<file path="config.mk">
export PLATFORM = sky130hd
export DESIGN_NAME = ieu_core
export DESIGN_NICKNAME = d
export VERILOG_FILES = /design/src/core/ieu_pkg.sv /design/src/core/ieu_core.sv
export VERILOG_INCLUDE_DIRS = /design/src /design/src/core
export SDC_FILE = /design/constraint.sdc
export NUM_CORES = 1
export LEC_CHECK = 0
export BUFFER_PORTS_ARGS = -buffer_cell sky130_fd_sc_hd__buf_2
export CAP_MARGIN = 20
export CORE_AREA = 4 4 288 290
export CTS_CLUSTER_SIZE = 14
export DETAILED_ROUTE_END_ITERATION = 8
export DIE_AREA = 0 0 292 294
export GPL_TIMING_DRIVEN = 0
export HOLD_SLACK_MARGIN = 0.12
export PLACE_DENSITY = 0.47
export SKIP_LAST_GASP = 1
export SLEW_MARGIN = 5
export SYNTH_ARGS = -nofsm -noshare
export SYNTH_HDL_FRONTEND = slang
export SYNTH_SLANG_ARGS = --single-unit
</file>
<file path="constraint.sdc">
create_clock -name clk_i -period 9.2 [get_ports clk_i]
set_clock_uncertainty 0.1 [all_clocks]
set_input_delay 0.46 -clock clk_i [delete_from_list [all_inputs] [get_ports clk_i]]
set_output_delay 0.46 -clock clk_i [all_outputs]
set_load 0.01 [all_outputs]
</file>
<file path="src/core/ieu_defines.svh">
// Constants of the core interrupt and exception unit.
// Assumes a 32-bit machine state word numbered with bit 0 as least significant.
`ifndef IEU_DEFINES_SVH
`define IEU_DEFINES_SVH
// Machine state bit positions, then the machine state and syndrome reset values.
`define IEU_MSR_CE      17
`define IEU_MSR_EE      15
`define IEU_MSR_PR      14
`define IEU_MSR_ME      12
`define IEU_MSR_DE      9
`define IEU_MSR_RST     32'h0000_0000
`define IEU_ESR_RST     32'h0000_0000
// Save and restore pair indices.
`define IEU_CLS_NC      2'h0
`define IEU_CLS_CR      2'h1
`define IEU_CLS_DB      2'h2
`define IEU_CLS_MC      2'h3
// Vector offset register numbers.
`define IEU_IV_CI       4'h0
`define IEU_IV_MC       4'h1
`define IEU_IV_DSI      4'h2
`define IEU_IV_ISI      4'h3
`define IEU_IV_EXT      4'h4
`define IEU_IV_ALIGN    4'h5
`define IEU_IV_PROG     4'h6
`define IEU_IV_SC       4'h8
`define IEU_IV_DEC      4'hA
`define IEU_IV_FIT      4'hB
`define IEU_IV_WDT      4'hC
`define IEU_IV_DTLB     4'hD
`define IEU_IV_ITLB     4'hE
`define IEU_IV_DBG      4'hF
// Synchronous exception request bit positions.
`define IEU_SX_ITLB     0
`define IEU_SX_ISI      1
`define IEU_SX_PROG     2
`define IEU_SX_SC       3
`define IEU_SX_ALIGN    4
`define IEU_SX_DTLB     5
`define IEU_SX_DSI      6
`define IEU_SX_N        7
`endif

</file>
<file path="src/core/ieu_pkg.sv">
// Types of the core interrupt and exception unit.
// Assumes ieu_defines.svh for all numeric constants.
package ieu_pkg;
    typedef enum logic [3:0] {
        IEU_NONE, IEU_NMI, IEU_MCHK, IEU_DBG, IEU_CI, IEU_WDT,
        IEU_ITLB, IEU_ISI, IEU_PROG, IEU_SC, IEU_ALIGN, IEU_DTLB, IEU_DSI,
        IEU_EXT, IEU_DEC, IEU_FIT
    } ieu_cause_e;
endpackage : ieu_pkg

</file>
<file path="src/core/ieu_core.sv">
// Interrupt and exception sequencer of a 32-bit embedded core.
// Assumes request pins are asynchronous and pipeline signals share clk_i.
`timescale 1ns/100ps
`include "ieu_defines.svh"

module ieu_core (
    // Clock and reset.
    input  wire logic                      clk_i,
    input  wire logic                      rst_i,
    // Device pins.
    input  wire logic                      crit_irq_n_i,
    input  wire logic                      ext_irq_n_i,
    input  wire logic                      nmi_n_i,
    input  wire logic                      mcheck_n_i,
    input  wire logic                      unconditional_debug_event_i,
    input  wire logic [29:0]               rst_base_i,
    // Pipeline and internal sources.
    input  wire logic [`IEU_SX_N-1:0]      sync_exc_i,
    input  wire logic [31:0]               syndrome_i,
    input  wire logic [31:0]               exc_pc_i,
    input  wire logic [31:0]               next_pc_i,
    input  wire logic                      mc_sync_i,
    input  wire logic                      dbg_sync_i,
    input  wire logic                      dbg_imprecise_i,
    input  wire logic                      wdt_i,
    input  wire logic                      fit_i,
    input  wire logic                      dec_i,
    input  wire logic                      debug_en_i,
    input  wire logic [3:0]                return_long_i,
    input  wire logic [3:0]                return_short_i,
    input  wire logic                      msr_wr_i,
    input  wire logic [31:0]               msr_wdata_i,
    input  wire logic [15:0]               vector_prefix_i,
    input  wire logic [15:0][11:0]         vector_offset_i,
    // Results.
    output logic                           take_o,
    output logic                           flush_o,
    output logic                           redirect_o,
    output logic [31:0]                    redirect_pc_o,
    output ieu_pkg::ieu_cause_e            cause_o,
    output logic [31:0]                    machine_state_o,
    output logic [31:0]                    exception_syndrome_o,
    output logic [3:0][31:0]               save_pc_o,
    output logic [3:0][31:0]               save_state_o
);

    ////////////////////////////////////////////////////////////////////////////////
    // Pin synchronisers and edge capture.

    logic [4:0] pin_s1;
    logic [4:0] pin_s2;
    logic [1:0] edge_prev;
    logic       nmi_pend;
    logic       mchk_pend;
    logic [29:0] base_s1;
    logic [29:0] base_s2;
    logic       boot;
    wire  [4:0] pin_raw = {unconditional_debug_event_i, mcheck_n_i, nmi_n_i,
                           ext_irq_n_i, crit_irq_n_i};
    wire        crit_req = ~pin_s2[0];
    wire        ext_req  = ~pin_s2[1];
    wire        nmi_fall = edge_prev[0] & ~pin_s2[2];
    wire        mcp_fall = edge_prev[1] & ~pin_s2[3];
    wire        ude_req  = pin_s2[4];

    always_ff @(posedge clk_i) begin
        pin_s1    <= pin_raw;
        pin_s2    <= pin_s1;
        base_s1   <= rst_base_i;
        base_s2   <= base_s1;
        edge_prev <= rst_i ? 2'h3 : pin_s2[3:2];
    end

    ////////////////////////////////////////////////////////////////////////////////
    // Decoding helpers.

    function automatic logic [1:0] class_of(ieu_pkg::ieu_cause_e c, logic dbg_en);
        case (c)
            ieu_pkg::IEU_NMI, ieu_pkg::IEU_MCHK: class_of = `IEU_CLS_MC;
            ieu_pkg::IEU_DBG: class_of = dbg_en ? `IEU_CLS_DB : `IEU_CLS_CR;
            ieu_pkg::IEU_CI, ieu_pkg::IEU_WDT: class_of = `IEU_CLS_CR;
            default: class_of = `IEU_CLS_NC;
        endcase
    endfunction : class_of

    function automatic logic [3:0] vector_offset_of(ieu_pkg::ieu_cause_e c);
        case (c)
            ieu_pkg::IEU_NMI, ieu_pkg::IEU_MCHK: vector_offset_of = `IEU_IV_MC;
            ieu_pkg::IEU_DBG:   vector_offset_of = `IEU_IV_DBG;
            ieu_pkg::IEU_CI:    vector_offset_of = `IEU_IV_CI;
            ieu_pkg::IEU_WDT:   vector_offset_of = `IEU_IV_WDT;
            ieu_pkg::IEU_ITLB:  vector_offset_of = `IEU_IV_ITLB;
            ieu_pkg::IEU_ISI:   vector_offset_of = `IEU_IV_ISI;
            ieu_pkg::IEU_PROG:  vector_offset_of = `IEU_IV_PROG;
            ieu_pkg::IEU_SC:    vector_offset_of = `IEU_IV_SC;
            ieu_pkg::IEU_ALIGN: vector_offset_of = `IEU_IV_ALIGN;
            ieu_pkg::IEU_DTLB:  vector_offset_of = `IEU_IV_DTLB;
            ieu_pkg::IEU_DSI:   vector_offset_of = `IEU_IV_DSI;
            ieu_pkg::IEU_EXT:   vector_offset_of = `IEU_IV_EXT;
            ieu_pkg::IEU_DEC:   vector_offset_of = `IEU_IV_DEC;
            ieu_pkg::IEU_FIT:   vector_offset_of = `IEU_IV_FIT;
            default:            vector_offset_of = `IEU_IV_EXT;
        endcase
    endfunction : vector_offset_of

    function automatic logic is_sync(ieu_pkg::ieu_cause_e c);
        is_sync = (c >= ieu_pkg::IEU_ITLB) && (c <= ieu_pkg::IEU_DSI);
    endfunction : is_sync

    ////////////////////////////////////////////////////////////////////////////////
    // Enables and priority selection.

    logic [31:0] machine_state;
    logic [31:0] exception_syndrome;
    wire  ce = machine_state[`IEU_MSR_CE];
    wire  ee = machine_state[`IEU_MSR_EE];
    wire  me = machine_state[`IEU_MSR_ME];
    wire  de = machine_state[`IEU_MSR_DE];
    // A debug event routed to the critical pair obeys the critical enable too.
    wire  dbg_ok  = de & (debug_en_i | ce);
    wire  mc_on   = me & (mchk_pend | mc_sync_i);
    wire  dbg_on  = dbg_ok & (dbg_sync_i | ude_req | dbg_imprecise_i);
    wire  ci_on   = ce & crit_req;
    wire  wdt_on  = ce & wdt_i;
    wire  ext_on  = ee & ext_req;
    wire  dec_on  = ee & dec_i;
    wire  fit_on  = ee & fit_i;

    // Precise sources beat imprecise ones of the non-critical class so no younger effect escapes.
    ieu_pkg::ieu_cause_e sel;
    assign sel = nmi_pend                  ? ieu_pkg::IEU_NMI   :
                 mc_on                     ? ieu_pkg::IEU_MCHK  :
                 dbg_on                    ? ieu_pkg::IEU_DBG   :
                 ci_on                     ? ieu_pkg::IEU_CI    :
                 wdt_on                    ? ieu_pkg::IEU_WDT   :
                 sync_exc_i[`IEU_SX_ITLB]  ? ieu_pkg::IEU_ITLB  :
                 sync_exc_i[`IEU_SX_ISI]   ? ieu_pkg::IEU_ISI   :
                 sync_exc_i[`IEU_SX_PROG]  ? ieu_pkg::IEU_PROG  :
                 sync_exc_i[`IEU_SX_SC]    ? ieu_pkg::IEU_SC    :
                 sync_exc_i[`IEU_SX_ALIGN] ? ieu_pkg::IEU_ALIGN :
                 sync_exc_i[`IEU_SX_DTLB]  ? ieu_pkg::IEU_DTLB  :
                 sync_exc_i[`IEU_SX_DSI]   ? ieu_pkg::IEU_DSI   :
                 ext_on                    ? ieu_pkg::IEU_EXT   :
                 dec_on                    ? ieu_pkg::IEU_DEC   :
                 fit_on                    ? ieu_pkg::IEU_FIT   :
                                             ieu_pkg::IEU_NONE;

    wire        take     = (sel != ieu_pkg::IEU_NONE) & ~boot;
    wire [1:0]  take_cls = class_of(sel, debug_en_i);
    wire [31:0] take_pc  = is_sync(sel) ? exc_pc_i : next_pc_i;
    wire [31:0] take_vec = {vector_prefix_i, vector_offset_i[vector_offset_of(sel)], 4'h0};
    wire [3:0]  ret_any  = return_long_i | return_short_i;
    wire        ret      = |ret_any & ~take & ~boot;
    wire [1:0]  ret_cls  = ret_any[3] ? `IEU_CLS_MC :
                           ret_any[2] ? `IEU_CLS_DB :
                           ret_any[1] ? `IEU_CLS_CR : `IEU_CLS_NC;

    assign take_o  = take;
    assign flush_o = take;

    ////////////////////////////////////////////////////////////////////////////////
    // Machine state update on take, return and software write.

    logic [31:0] msr_taken;
    always_comb begin
        msr_taken = machine_state;
        msr_taken[`IEU_MSR_PR] = 1'b0;
        msr_taken[`IEU_MSR_EE] = 1'b0;
        if (take_cls != `IEU_CLS_NC) begin
            msr_taken[`IEU_MSR_CE] = 1'b0;
        end
        if (take_cls == `IEU_CLS_MC) begin
            msr_taken[`IEU_MSR_ME] = 1'b0;
        end
        if (take_cls == `IEU_CLS_DB) begin
            msr_taken[`IEU_MSR_DE] = 1'b0;
        end
    end

    wire [31:0] next_msr = take     ? msr_taken :
                           ret      ? save_state_o[ret_cls] :
                           msr_wr_i ? msr_wdata_i : machine_state;

    // A pending edge that lands on the cycle it is taken stays pending.
    always_ff @(posedge clk_i) begin
        if (rst_i) begin
            machine_state       <= `IEU_MSR_RST;
            exception_syndrome       <= `IEU_ESR_RST;
            nmi_pend  <= 1'b0;
            mchk_pend <= 1'b0;
            boot      <= 1'b1;
        end else begin
            machine_state       <= next_msr;
            exception_syndrome       <= (take && is_sync(sel)) ? syndrome_i : exception_syndrome;
            nmi_pend  <= nmi_fall | (nmi_pend & ~(take && sel == ieu_pkg::IEU_NMI));
            mchk_pend <= mcp_fall | (mchk_pend & ~(take && sel == ieu_pkg::IEU_MCHK));
            boot      <= 1'b0;
        end
    end

    ////////////////////////////////////////////////////////////////////////////////
    // Save and restore pairs, one per class.

    for (genvar g = 0; g < 4; g++) begin : g_pair
        wire hit = take & (take_cls == 2'(g));
        always_ff @(posedge clk_i) begin
            if (rst_i) begin
                save_pc_o[g]    <= 32'h0000_0000;
                save_state_o[g] <= 32'h0000_0000;
            end else if (hit) begin
                save_pc_o[g]    <= take_pc;
                save_state_o[g] <= machine_state;
            end
        end
    end

    ////////////////////////////////////////////////////////////////////////////////
    // Fetch redirection and visible state.

    always_ff @(posedge clk_i) begin
        if (rst_i) begin
            redirect_o    <= 1'b0;
            redirect_pc_o <= 32'h0000_0000;
            cause_o       <= ieu_pkg::IEU_NONE;
        end else begin
            redirect_o    <= boot | take | ret;
            redirect_pc_o <= boot ? {base_s2, 2'b00} :
                             take ? take_vec : save_pc_o[ret_cls];
            cause_o       <= take ? sel : cause_o;
        end
    end

    assign machine_state_o      = machine_state;
    assign exception_syndrome_o = exception_syndrome;

    ////////////////////////////////////////////////////////////////////////////////
    // Checks.

    wire cause_is_nmi = (sel == ieu_pkg::IEU_NMI);
endmodule : ieu_core

</file>
; Word-level counts from Yosys, hierarchy flattened
; Memories as Yosys holds them, arrays and structs flattened.
; Cells that the tools add are included.
[totals]
out_inout_bits = 359
n_memories = 1
in_bits = 396
register_bits = 432
mem_bits_ro = 64
[memory_table]
columns = memory, depth, word_bits, read_ports, rd_clocked_by_memory_dff, write_ports, line_no
row1 = (no name shown), 16, 4, 1, 0, 0, ieu_core.sv:87  ; case (c)
[classes]
n_bitwise = 36
n_eq_ne = 11
magnitude_cmp = 4
mux = 36
reduce_logical = 18
[ops]
columns = op, count
row1 = 2-to-1 mux 32 bit, 7
row2 = binary-select mux 32 bit (select 2 bit), 2
row3 = 2-to-1 mux 4 bit, 15
row4 = binary-select mux 12 bit (select 4 bit), 1
row5 = AND 1 bit, 19
row6 = 2-to-1 mux 18 bit, 1
row7 = 2-to-1 mux 12 bit, 1
row8 = equality test 4 x 2 -> 1 bit (second input constant), 2
row9 = equality test 4 x 3 -> 1 bit (second input constant), 2
row10 = inverter 1 bit, 8
row11 = bitwise OR 1 bit, 8
row12 = AND reduction 2 bit, 4
row13 = 2-to-1 mux 2 bit, 3
row14 = inequality test 2 x 1 -> 1 bit (second input constant), 3
row15 = one-hot mux 2 bit (3 select lines), 1
row16 = OR reduction 2 bit, 3
row17 = less-than comparator 4 x 5 -> 1 bit (second input constant), 1
row18 = 2-to-1 mux 1 bit, 5
row19 = equality test 2 bit (second input constant), 2
row20 = equality test 4 x 1 -> 1 bit (second input constant), 1
row21 = >= comparator 4 x 3 -> 1 bit (second input constant), 1
row22 = <= comparator 4 bit (second input constant), 1
row23 = logical AND 1 bit, 4
row24 = bitwise OR 4 bit, 1
row25 = 8 further kinds, 9

; Longest topological paths before layout
; Gate-level depths: netlist (run 1).
[depth]
depth_word = 23
depth_mapped = 18
depth_no_buf = 14

; Least setup slack after synthesis (run 1)
; OpenSTA, ideal clock, no wires.
[synth_timing]
path_kind = input to register
start = in dbg_sync_i
end = reg redirect_pc_o[13]
required_time_ps = 8962
arrival_ps = 3314
path_slack_ps = 5648
n_path_buf = 3
cell_stages = 17
path_cell_list = or3_1 > buf_2 > a2bb2oi_1 > a311oi_1 > nor2_1 > inv_1 > ha_1 > inv_1 > o22ai_1 > o22ai_1 > a21o_1 > buf_4 > buf_6 > mux2i_1 > mux2i_1 > a2111oi_2 > a221oi_2
[synth_between]
elab_chain_cells = 11
[synth_rtl]
columns = element, line_no
row1 = start: declaration, ieu_core.sv:23  ; input wire logic dbg_sync_i,
row2 = bitwise OR 1 bit (*) (2 in a row), ieu_core.sv:122  ; wire dbg_on = dbg_ok & (dbg_sync_i | ude_req | dbg_imprecise_i);
row3 = AND 1 bit (*), ieu_core.sv:122
row4 = 2-to-1 mux 4 bit (*), ieu_core.sv:133  ; dbg_on ? ieu_pkg::IEU_DBG :
row5 = 2-to-1 mux 4 bit (*), ieu_core.sv:132  ; mc_on ? ieu_pkg::IEU_MCHK :
row6 = 2-to-1 mux 4 bit (*), ieu_core.sv:131  ; assign sel = nmi_pend ? ieu_pkg::IEU_NMI :
row7 = via sel[0], ieu_core.sv:130  ; ieu_pkg::ieu_cause_e sel;
row8 = memory read (16 x 4 bit), --
row9 = binary-select mux 12 bit (select 4 bit), ieu_core.sv:151  ; wire [31:0] take_vec = {vector_prefix_i, vector_offset_i[vector_offset_of(sel)], 4'h0};
row10 = 2-to-1 mux 12 bit (not written as such), ieu_core.sv:151
row11 = 2-to-1 mux 32 bit (*), ieu_core.sv:228  ; take ? take_vec : save_pc_o[ret_cls];
row12 = 2-to-1 mux 32 bit (*), ieu_core.sv:227  ; redirect_pc_o <= boot ? {base_s2, 2'b00} :
row13 = end signal: assignment, ieu_core.sv:227
row14 = end: declaration, ieu_core.sv:39  ; output logic [31:0] redirect_pc_o,
; The timed path passes the listed nets; every way through them passes the cells marked *. The select of a mux whose other input is x is not followed.
; A chain may end at the register's enable or synchronous reset.

; Worst setup path in the final report (run 1)
[layout_timing]
start = reg machine_state[17] (netlist: machine_state_o[17])
end = reg save_state_o[15] (netlist bit)
[layout_between]
elab_chain_cells = 11
[layout_rtl]
columns = element, line_no
row1 = start: declaration, ieu_core.sv:113  ; logic [31:0] machine_state;
row2 = start signal: assignment, ieu_core.sv:187  ; machine_state <= `IEU_MSR_RST;
row3 = start signal: assignment, ieu_core.sv:193  ; machine_state <= next_msr;
row4 = AND 1 bit / bitwise OR 1 bit (equally long branches), "ieu_core.sv:124, ieu_core.sv:120"
row5 = 2-to-1 mux 4 bit / AND 1 bit (equally long branches), "ieu_core.sv:135, ieu_core.sv:120"
row6 = 2-to-1 mux 4 bit / AND 1 bit (equally long branches), "ieu_core.sv:134, ieu_core.sv:122"
row7 = 2-to-1 mux 4 bit (*), ieu_core.sv:133
row8 = 2-to-1 mux 4 bit (*), ieu_core.sv:132
row9 = 2-to-1 mux 4 bit (*), ieu_core.sv:131
row10 = equality test 4 x 3 -> 1 bit (tied with other cells), ieu_core.sv:78  ; case (c)
row11 = OR reduction 2 bit, ieu_core.sv:78
row12 = one-hot mux 2 bit (3 select lines), ieu_core.sv:78
row13 = logical NOT 2 bit, ieu_core.sv:205  ; wire hit = take & (take_cls == 2'(g));
row14 = AND 1 bit (*), ieu_core.sv:205
row15 = end signal: indexed assignment, ieu_core.sv:212  ; save_state_o[g] <= machine_state;
row16 = end: declaration, ieu_core.sv:44  ; output logic [3:0][31:0] save_state_o
; Every way passes the cells marked *; elsewhere a longest branch is shown, timed or not.

==> reports/summary.txt, run 1 <==
Worst Hold Class: input port to flip-flop
Mean routed wirelength per cell: 26.6 um
WL final: 114000 um
Startpoint Class: flip-flop
CTS tree: done
Most area-consuming cells after synthesis: dfxtp_1, nand2_1, a211oi_1, mux2i_1, a21oi_1
Starting density of the core: 0.235
Area leader, netlist: dfxtp_1
Die area: 85800 um2
Post-synth EDFFs: 0
WP data required: 9.65 ns
Worst Max-Slew Pin Slew: 1.18 ns
Share of the synthesized area in the top cell type: 0.459
Post-layout util: 0.334
Initial antenna violation count: 9
Syn_nets: 2686
Critical path origin: machine_state_o[17]$_SDFFE_PP0P_
Synth Flop Type: dfxtp_1
Endpoints failing hold: 0
Count of nets after finishing: 3584
First-pass GRT wire length: 157000 um
LEAKAGE: 0.0115 uW
Pwr Density: 218 nW/um2
Share of the yosys chip area belonging to registers: 0.459
Clk slew on worst S/H paths: 0.06 ns
Worst IR Drop VDD: 132 uV
Chip height: 294 um
Placer Congestion: 0.891
Clock Latency Late Sink: 0.65 ns
Final Max Slew Viols: 0
Pwr Total: 5840 uW
Min-delay src: vector_prefix_i[6]
Cell variety after synth: 65
Crit Path Max Fanout: 10
Tmin final: 4.99 ns
Clock sink count: 432
Crit path DAT: 5.44 ns
YS warnings: 0
RSZ-0062 raised after global routing: no
Fraction of registers with async set/reset: 0
Vias in the first global route: 20500
Setup TNS: 0 ns
Remaining global-route overflow: 0
Register bit count reported by yosys: 432
DRC: 0
H-tree Lvls: 2
Status: complete, no violations
All-Layer GR Usage: 0.252
Clock root cell: clkbuf_16
Via count: 21100
Total of max-cap violations: 0
CTS Buffer Depth: 3
Ratio of cells with drive above 1 in the final layout: 0.295
Largest net degree at the start of global routing: 17
Placed Cells: 4107
Core box area: 80300 um2
Syn Std Cell Area: 18800 um2
Fin crit share: 0.543
Filler Cell Count: 8692
Fmax: 200 MHz
Chip Width: 292 um
CTS Buf Count: 53
Vias/cell: 4.92
Final setup viols: 0
Post-DRT Antenna Nets: 0
Max transition margin: 0.215
Iteration-0 DRC count of the detailed router: 1603
DPL Wire Length: 90000 um
Port buffer count: 754
Core Rows: 104
Synthesized instance count: 2285
Crit end category: flip-flop
Syn Area/Cell: 8.25 um2
Crit path kind: flip-flop to flip-flop
IO Pins: 755
Post-route non-filler standard cell count: 4293
Reg-to-reg startpoint: machine_state_o[17]$_SDFFE_PP0P_
Drt pass-1 iters: 5
Area Overhead vs Synth: 42.2%
## final cells by class
class / instances / area, um2 / area share
multi-input combinational: 1626 / 9180 / 0.343
sequential: 432 / 8650 / 0.323
buffer: 200 / 913 / 0.0341
clock inverter: 30 / 369 / 0.0138
tap: 1060 / 1330 / 0.0495
timing repair buffer: 843 / 4690 / 0.175
inverter: 27 / 101 / 0.00378
antenna: 5 / 12.5 / 0.000467
clock buffer: 70 / 1540 / 0.0575
## what timing repair did
action | in CTS | in global routing
hold buffers | 80 | 0
buffers inserted | 0 | 0
endpoints found under the hold margin | 79 | 0
endpoints found under the setup margin | 0 | 0
resized for setup | 0 | 0
## per-layer routing
layer,routed length [um],global-route usage,vias to the layer above
met5,32,0,-
met4,2470,0.0546,4
met3,8650,0.0571,115
met2,54300,0.427,880
met1,48900,0.327,10300
li1,-,-,9861
## state kept, by name, summed over array words and instances, names as in the netlist, 2 cells and up
name	flops
cause_o	4
edge_prev	2
redirect_pc_o	32
save_state_o	128
machine_state_o	32
base_s1	30
pin_s2	5
pin_s1	5
save_pc_o	128
base_s2	30
exception_syndrome_o	32
## cells in the mapped netlist (all sizes together) (8+ instances only)
cell type    n
mux2i      148
nor3        13
buf         76
dfxtp      432
nand3       20
a2111oi      8
clkbuf     124
o211ai      19
nand2      470
o221ai      20
nor2       287
a211oi     205
a311oi      55
o21ai       14
inv         26
nor2b       11
a21oi      269
a21o         9
## worst max-delay path, cell delays in order (launching register included)
cell and delay [ns]:
dfxtp_1 0.54, buf_2 0.42, a21boi_0 0.21, a2bb2oi_1 0.18
a311oi_1 0.40, nor2_1 0.18, ha_1 0.28, inv_1 0.11
a21oi_1 0.07, a22oi_1 0.23, nand2b_1 0.22, nor2_1 0.28
a21boi_2 0.68, buf_2 0.42, buf_2 0.35, nand2_1 0.09
a21oi_1 0.14
## path summary, 6_finish.rpt
path,endpoint,slack [ns],depth (start not counted)
max,save_state_o[15]$_SDFFE_PP0P_,4.21,16
min,redirect_pc_o[22]$_SDFF_PP0_,0.18,5
max reg2reg,save_state_o[15]$_SDFFE_PP0P_,4.21,16
min reg2reg,base_s2[14]$_DFF_P_,0.23,0
## cells in the final DEF (no fill, tap or decap), types with 6 or more instances in the layout
cell,count
o221ai_1,20
o21ai_0,7
nor2b_1,11
mux2i_1,148
o211ai_1,19
or2_2,6
inv_1,26
a311oi_1,55
clkbuf_16,53
o21ai_1,7
a22oi_1,7
clkbuf_8,15
dlygate4sd3_1,80
a21oi_1,268
clkbuf_1,126
a21o_1,9
nand2_1,470
buf_1,8
buf_6,12
nand3_1,20
nor3_1,9
nor2_1,286
clkinv_2,13
a211oi_1,203
buf_2,808
dfxtp_1,432
## metrics by stage
| stage | setup WS [ns] | hold WS (ns) | area, um2 |
|---|---|---|---|
| 2_1_floorplan | 5.65 | 0.210 | 18800 |
| 5_1_grt | 3.76 | 0.158 | 26800 |
| 4_1_cts | 4.11 | 0.131 | 26800 |
| 6_report | 4.21 | 0.176 | 26800 |
| 3_5_place_dp | 4.14 | 0.212 | 24100 |
| 3_3_place_gp | 3.93 | 0.210 | 23900 |
## power breakdown
| part | internal [uW] | total (uW) | switching [uW] | leakage (uW) |
|---|---|---|---|---|
| registers | 2010 | 2120 | 115 | 0.00354 |
| clock network | 1340 | 2290 | 950 | 0.000949 |
| logic | 500 | 1440 | 937 | 0.00700 |
| total | 3840 | 5840 | 2000 | 0.0115 |
## logic make-up after synthesis
group	share of synthesized area
adders and majority gates	0.00332
AOI/OAI and AO/OA	0.232
muxes	0.0786
buffers and inverters	0.0539
and+or+nand+nor	0.174
DFF	0.459
No activity file was read; power rests on OpenSTA's default activity.
==> inputs of run 2 (changes only) <==
==> constraint.sdc (replaced) <==
create_clock -name clk_i -period 4.9 [get_ports clk_i]
set_clock_uncertainty 0.1 [all_clocks]
set_input_delay 0.245 -clock clk_i [delete_from_list [all_inputs] [get_ports clk_i]]
set_output_delay 0.245 -clock clk_i [all_outputs]
set_load 0.01 [all_outputs]
==> reports/summary.txt, run 2 (synthesis results as in run 1) <==
Status: complete, no violations
DPL Wire Length: 90000 um (unchanged)
Biggest registers after layout: save_pc_o: 128 flops, save_state_o: 128 flops
Iteration-0 DRC count of the detailed router: 1610 (+0.44%)
Worst-path cell chain: clkbuf_4 -> a21boi_0 -> a2bb2oi_1 -> a311oi_1 -> nor2_1 -> inv_1 -> ha_1 -> inv_1 -> o21a_1 -> o21ai_1 -> a21o_1 -> and3_1 -> buf_2 -> clkbuf_1 -> a211oi_1
Endpoints failing hold: 0 (unchanged)
Core box area: 80300 um2 (unchanged)
Remaining global-route overflow: 0 (unchanged)
Core Rows: 104 (unchanged)
Max transition margin: 0.200 (-0.0147)
Vias in the first global route: 21300 (+4.3%)
Vias/cell: 4.89 (-0.61%)
Largest net degree at the start of global routing: 17 (unchanged)
Crit path DAT: 4.88 ns (-0.56 ns)
IO Pins: 755 (unchanged)
CP max-delay cell: clkbuf_1
Top delay family on crit path: compound AO/OA/AOI/OAI gates
Clock Latency Late Sink: 0.64 ns (about the same)
WL final: 116000 um (+1.1%)
Filler Cell Count: 8577 (-1.3%)
H-tree Lvls: 2 (unchanged)
Drt pass-1 iters: 5 (unchanged)
LEAKAGE: 0.0121 uW (+5.6%)
Total of max-cap violations: 0 (unchanged)
Pwr Total: 11100 uW (+90%)
Pwr Density: 393 nW/um2 (+80%)
Crit Path Max Fanout: 10 (unchanged)
Slowest stage delay, CP: 0.61 ns (-0.07 ns)
Ratio of cells with drive above 1 in the final layout: 0.285 (-0.0101)
Post-route non-filler standard cell count: 4441 (+3.4%)
CTS Buffer Depth: 3 (unchanged)
Clock root cell: clkbuf_16
Placer Congestion: 0.891 (unchanged)
Chip height: 294 um (unchanged)
Final instance area: 28300 um2 (+5.8%)
WP data required: 5.21 ns (-4.44 ns)
Post-DP Area: 24100 um2 (unchanged)
CTS tree: done
RSZ-0062 raised after global routing: no
Commonest non-fill, non-tap cell in the layout: buf_2
Buf+Inv Stages, Crit Path: 5 (+1)
Tmin final: 4.57 ns (-0.425 ns)
Final setup viols: 0 (unchanged)
Area of the multi-input gates: 9220 um2 (+0.42%)
All-Layer GR Usage: 0.255 (+0.00356)
Fin crit share: 0.932 (+0.389)
Worst Hold Class: input port to flip-flop
Crit end category: flip-flop
Register area: 8650 um2 (about the same)
Via count: 21700 (+2.8%)
Starting density of the core: 0.235 (unchanged)
Area Overhead vs Synth: 50.5%
Die area: 85800 um2 (unchanged)
DRC: 0 (unchanged)
Final Max Slew Viols: 0 (unchanged)
Post-DRT Antenna Nets: 0 (unchanged)
Most numerous cell on the critical path: inv_1
Crit path kind: flip-flop to flip-flop
Mean routed wirelength per cell: 26.0 um (-2.2%)
Clk slew on worst S/H paths: 0.07 ns (about the same)
Clock sink count: 432 (unchanged)
Port buffer count: 754 (unchanged)
Most frequent cells in the layout: buf_2, nand2_1, dfxtp_1
Startpoint Class: flip-flop
Placed Cells: 4107 (unchanged)
Worst IR Drop VDD: 247 uV (+87%)
Worst hold slack: 0.150 ns (-0.0261 ns)
CTS Buf Count: 53 (unchanged)
First-pass GRT wire length: 160000 um (+1.9%)
Chip Width: 292 um (unchanged)
Setup TNS: 0 ns (unchanged)
Initial antenna violation count: 6 (-3)
Fmax: 219 MHz (+9.3%)
Count of nets after finishing: 3734 (+4.2%)
Worst Max-Slew Pin Slew: 1.20 ns (+0.0220 ns)
[run 2: worst paths after layout]
path                                                  startpoint                         end  slack [ns]  cells after the start
worst min register to register               base_s1[14]$_DFF_P_         base_s2[14]$_DFF_P_        0.23                      0
worst max register to register  machine_state_o[17]$_SDFFE_PP0P_  save_pc_o[41]$_SDFFE_PP0P_        0.33                     15
worst max-delay path            machine_state_o[17]$_SDFFE_PP0P_  save_pc_o[41]$_SDFFE_PP0P_        0.33                     15
worst min-delay path                                next_pc_i[4]  save_pc_o[68]$_SDFFE_PP0P_        0.15                      3
[run 2: what timing repair did]
action / 4_1_cts / 5_1_grt
hold buffers: 227 / 0
endpoints found under the hold margin: 242 / 0
endpoints found under the setup margin: 70 / 254
pin swaps: 0 / 0
setup buffers: 0 / 3
resized for setup: 3 / 13
[run 2: layer usage]
layer | vias to the layer above | routed length (um) | GRT usage
met5 | - | 32 | 0
met4 | 4 | 3080 | 0.0635
met3 | 141 | 8320 | 0.0556
met2 | 876 | 54600 | 0.431
met1 | 10500 | 49500 | 0.332
li1 | 10200 | - | -
[run 2: per-stage QoR]
stage          utilization  worst slack [ns]
6_report             0.353             0.334
4_1_cts              0.352            0.0272
5_1_grt              0.353            0.0152
2_1_floorplan            -              1.45
3_5_place_dp         0.300            -0.158
3_3_place_gp         0.298            -0.373
[run 2: layout make-up]
| class | count | share of cell area |
|---|---|---|
| multi-input combinational | 1626 | 0.325 |
| sequential | 432 | 0.305 |
| timing repair buffer | 993 | 0.219 |
| clock buffer | 70 | 0.0543 |
| tap | 1060 | 0.0468 |
| buffer | 200 | 0.0325 |
| clock inverter | 30 | 0.0130 |
| inverter | 27 | 0.00357 |
| antenna | 3 | 0.000265 |
[run 2: report_power, final]
group          internal [uW]  total [uW]  leakage [uW]  switching, uW
Combinational           1070        2860       0.00765           1790
Clock                   2510        4290      0.000949           1780
Sequential              3770        3980       0.00354            215
Total                   7340       11100        0.0121           3790
[run 2: tightest hold or removal path: cells and delay by family]
| kind | cells | cell delay [ns] |
|---|---|---|
| compound gates | 1 | 0.27 |
| buf+inv | 1 | 0.08 |
| mux | 1 | 0.24 |
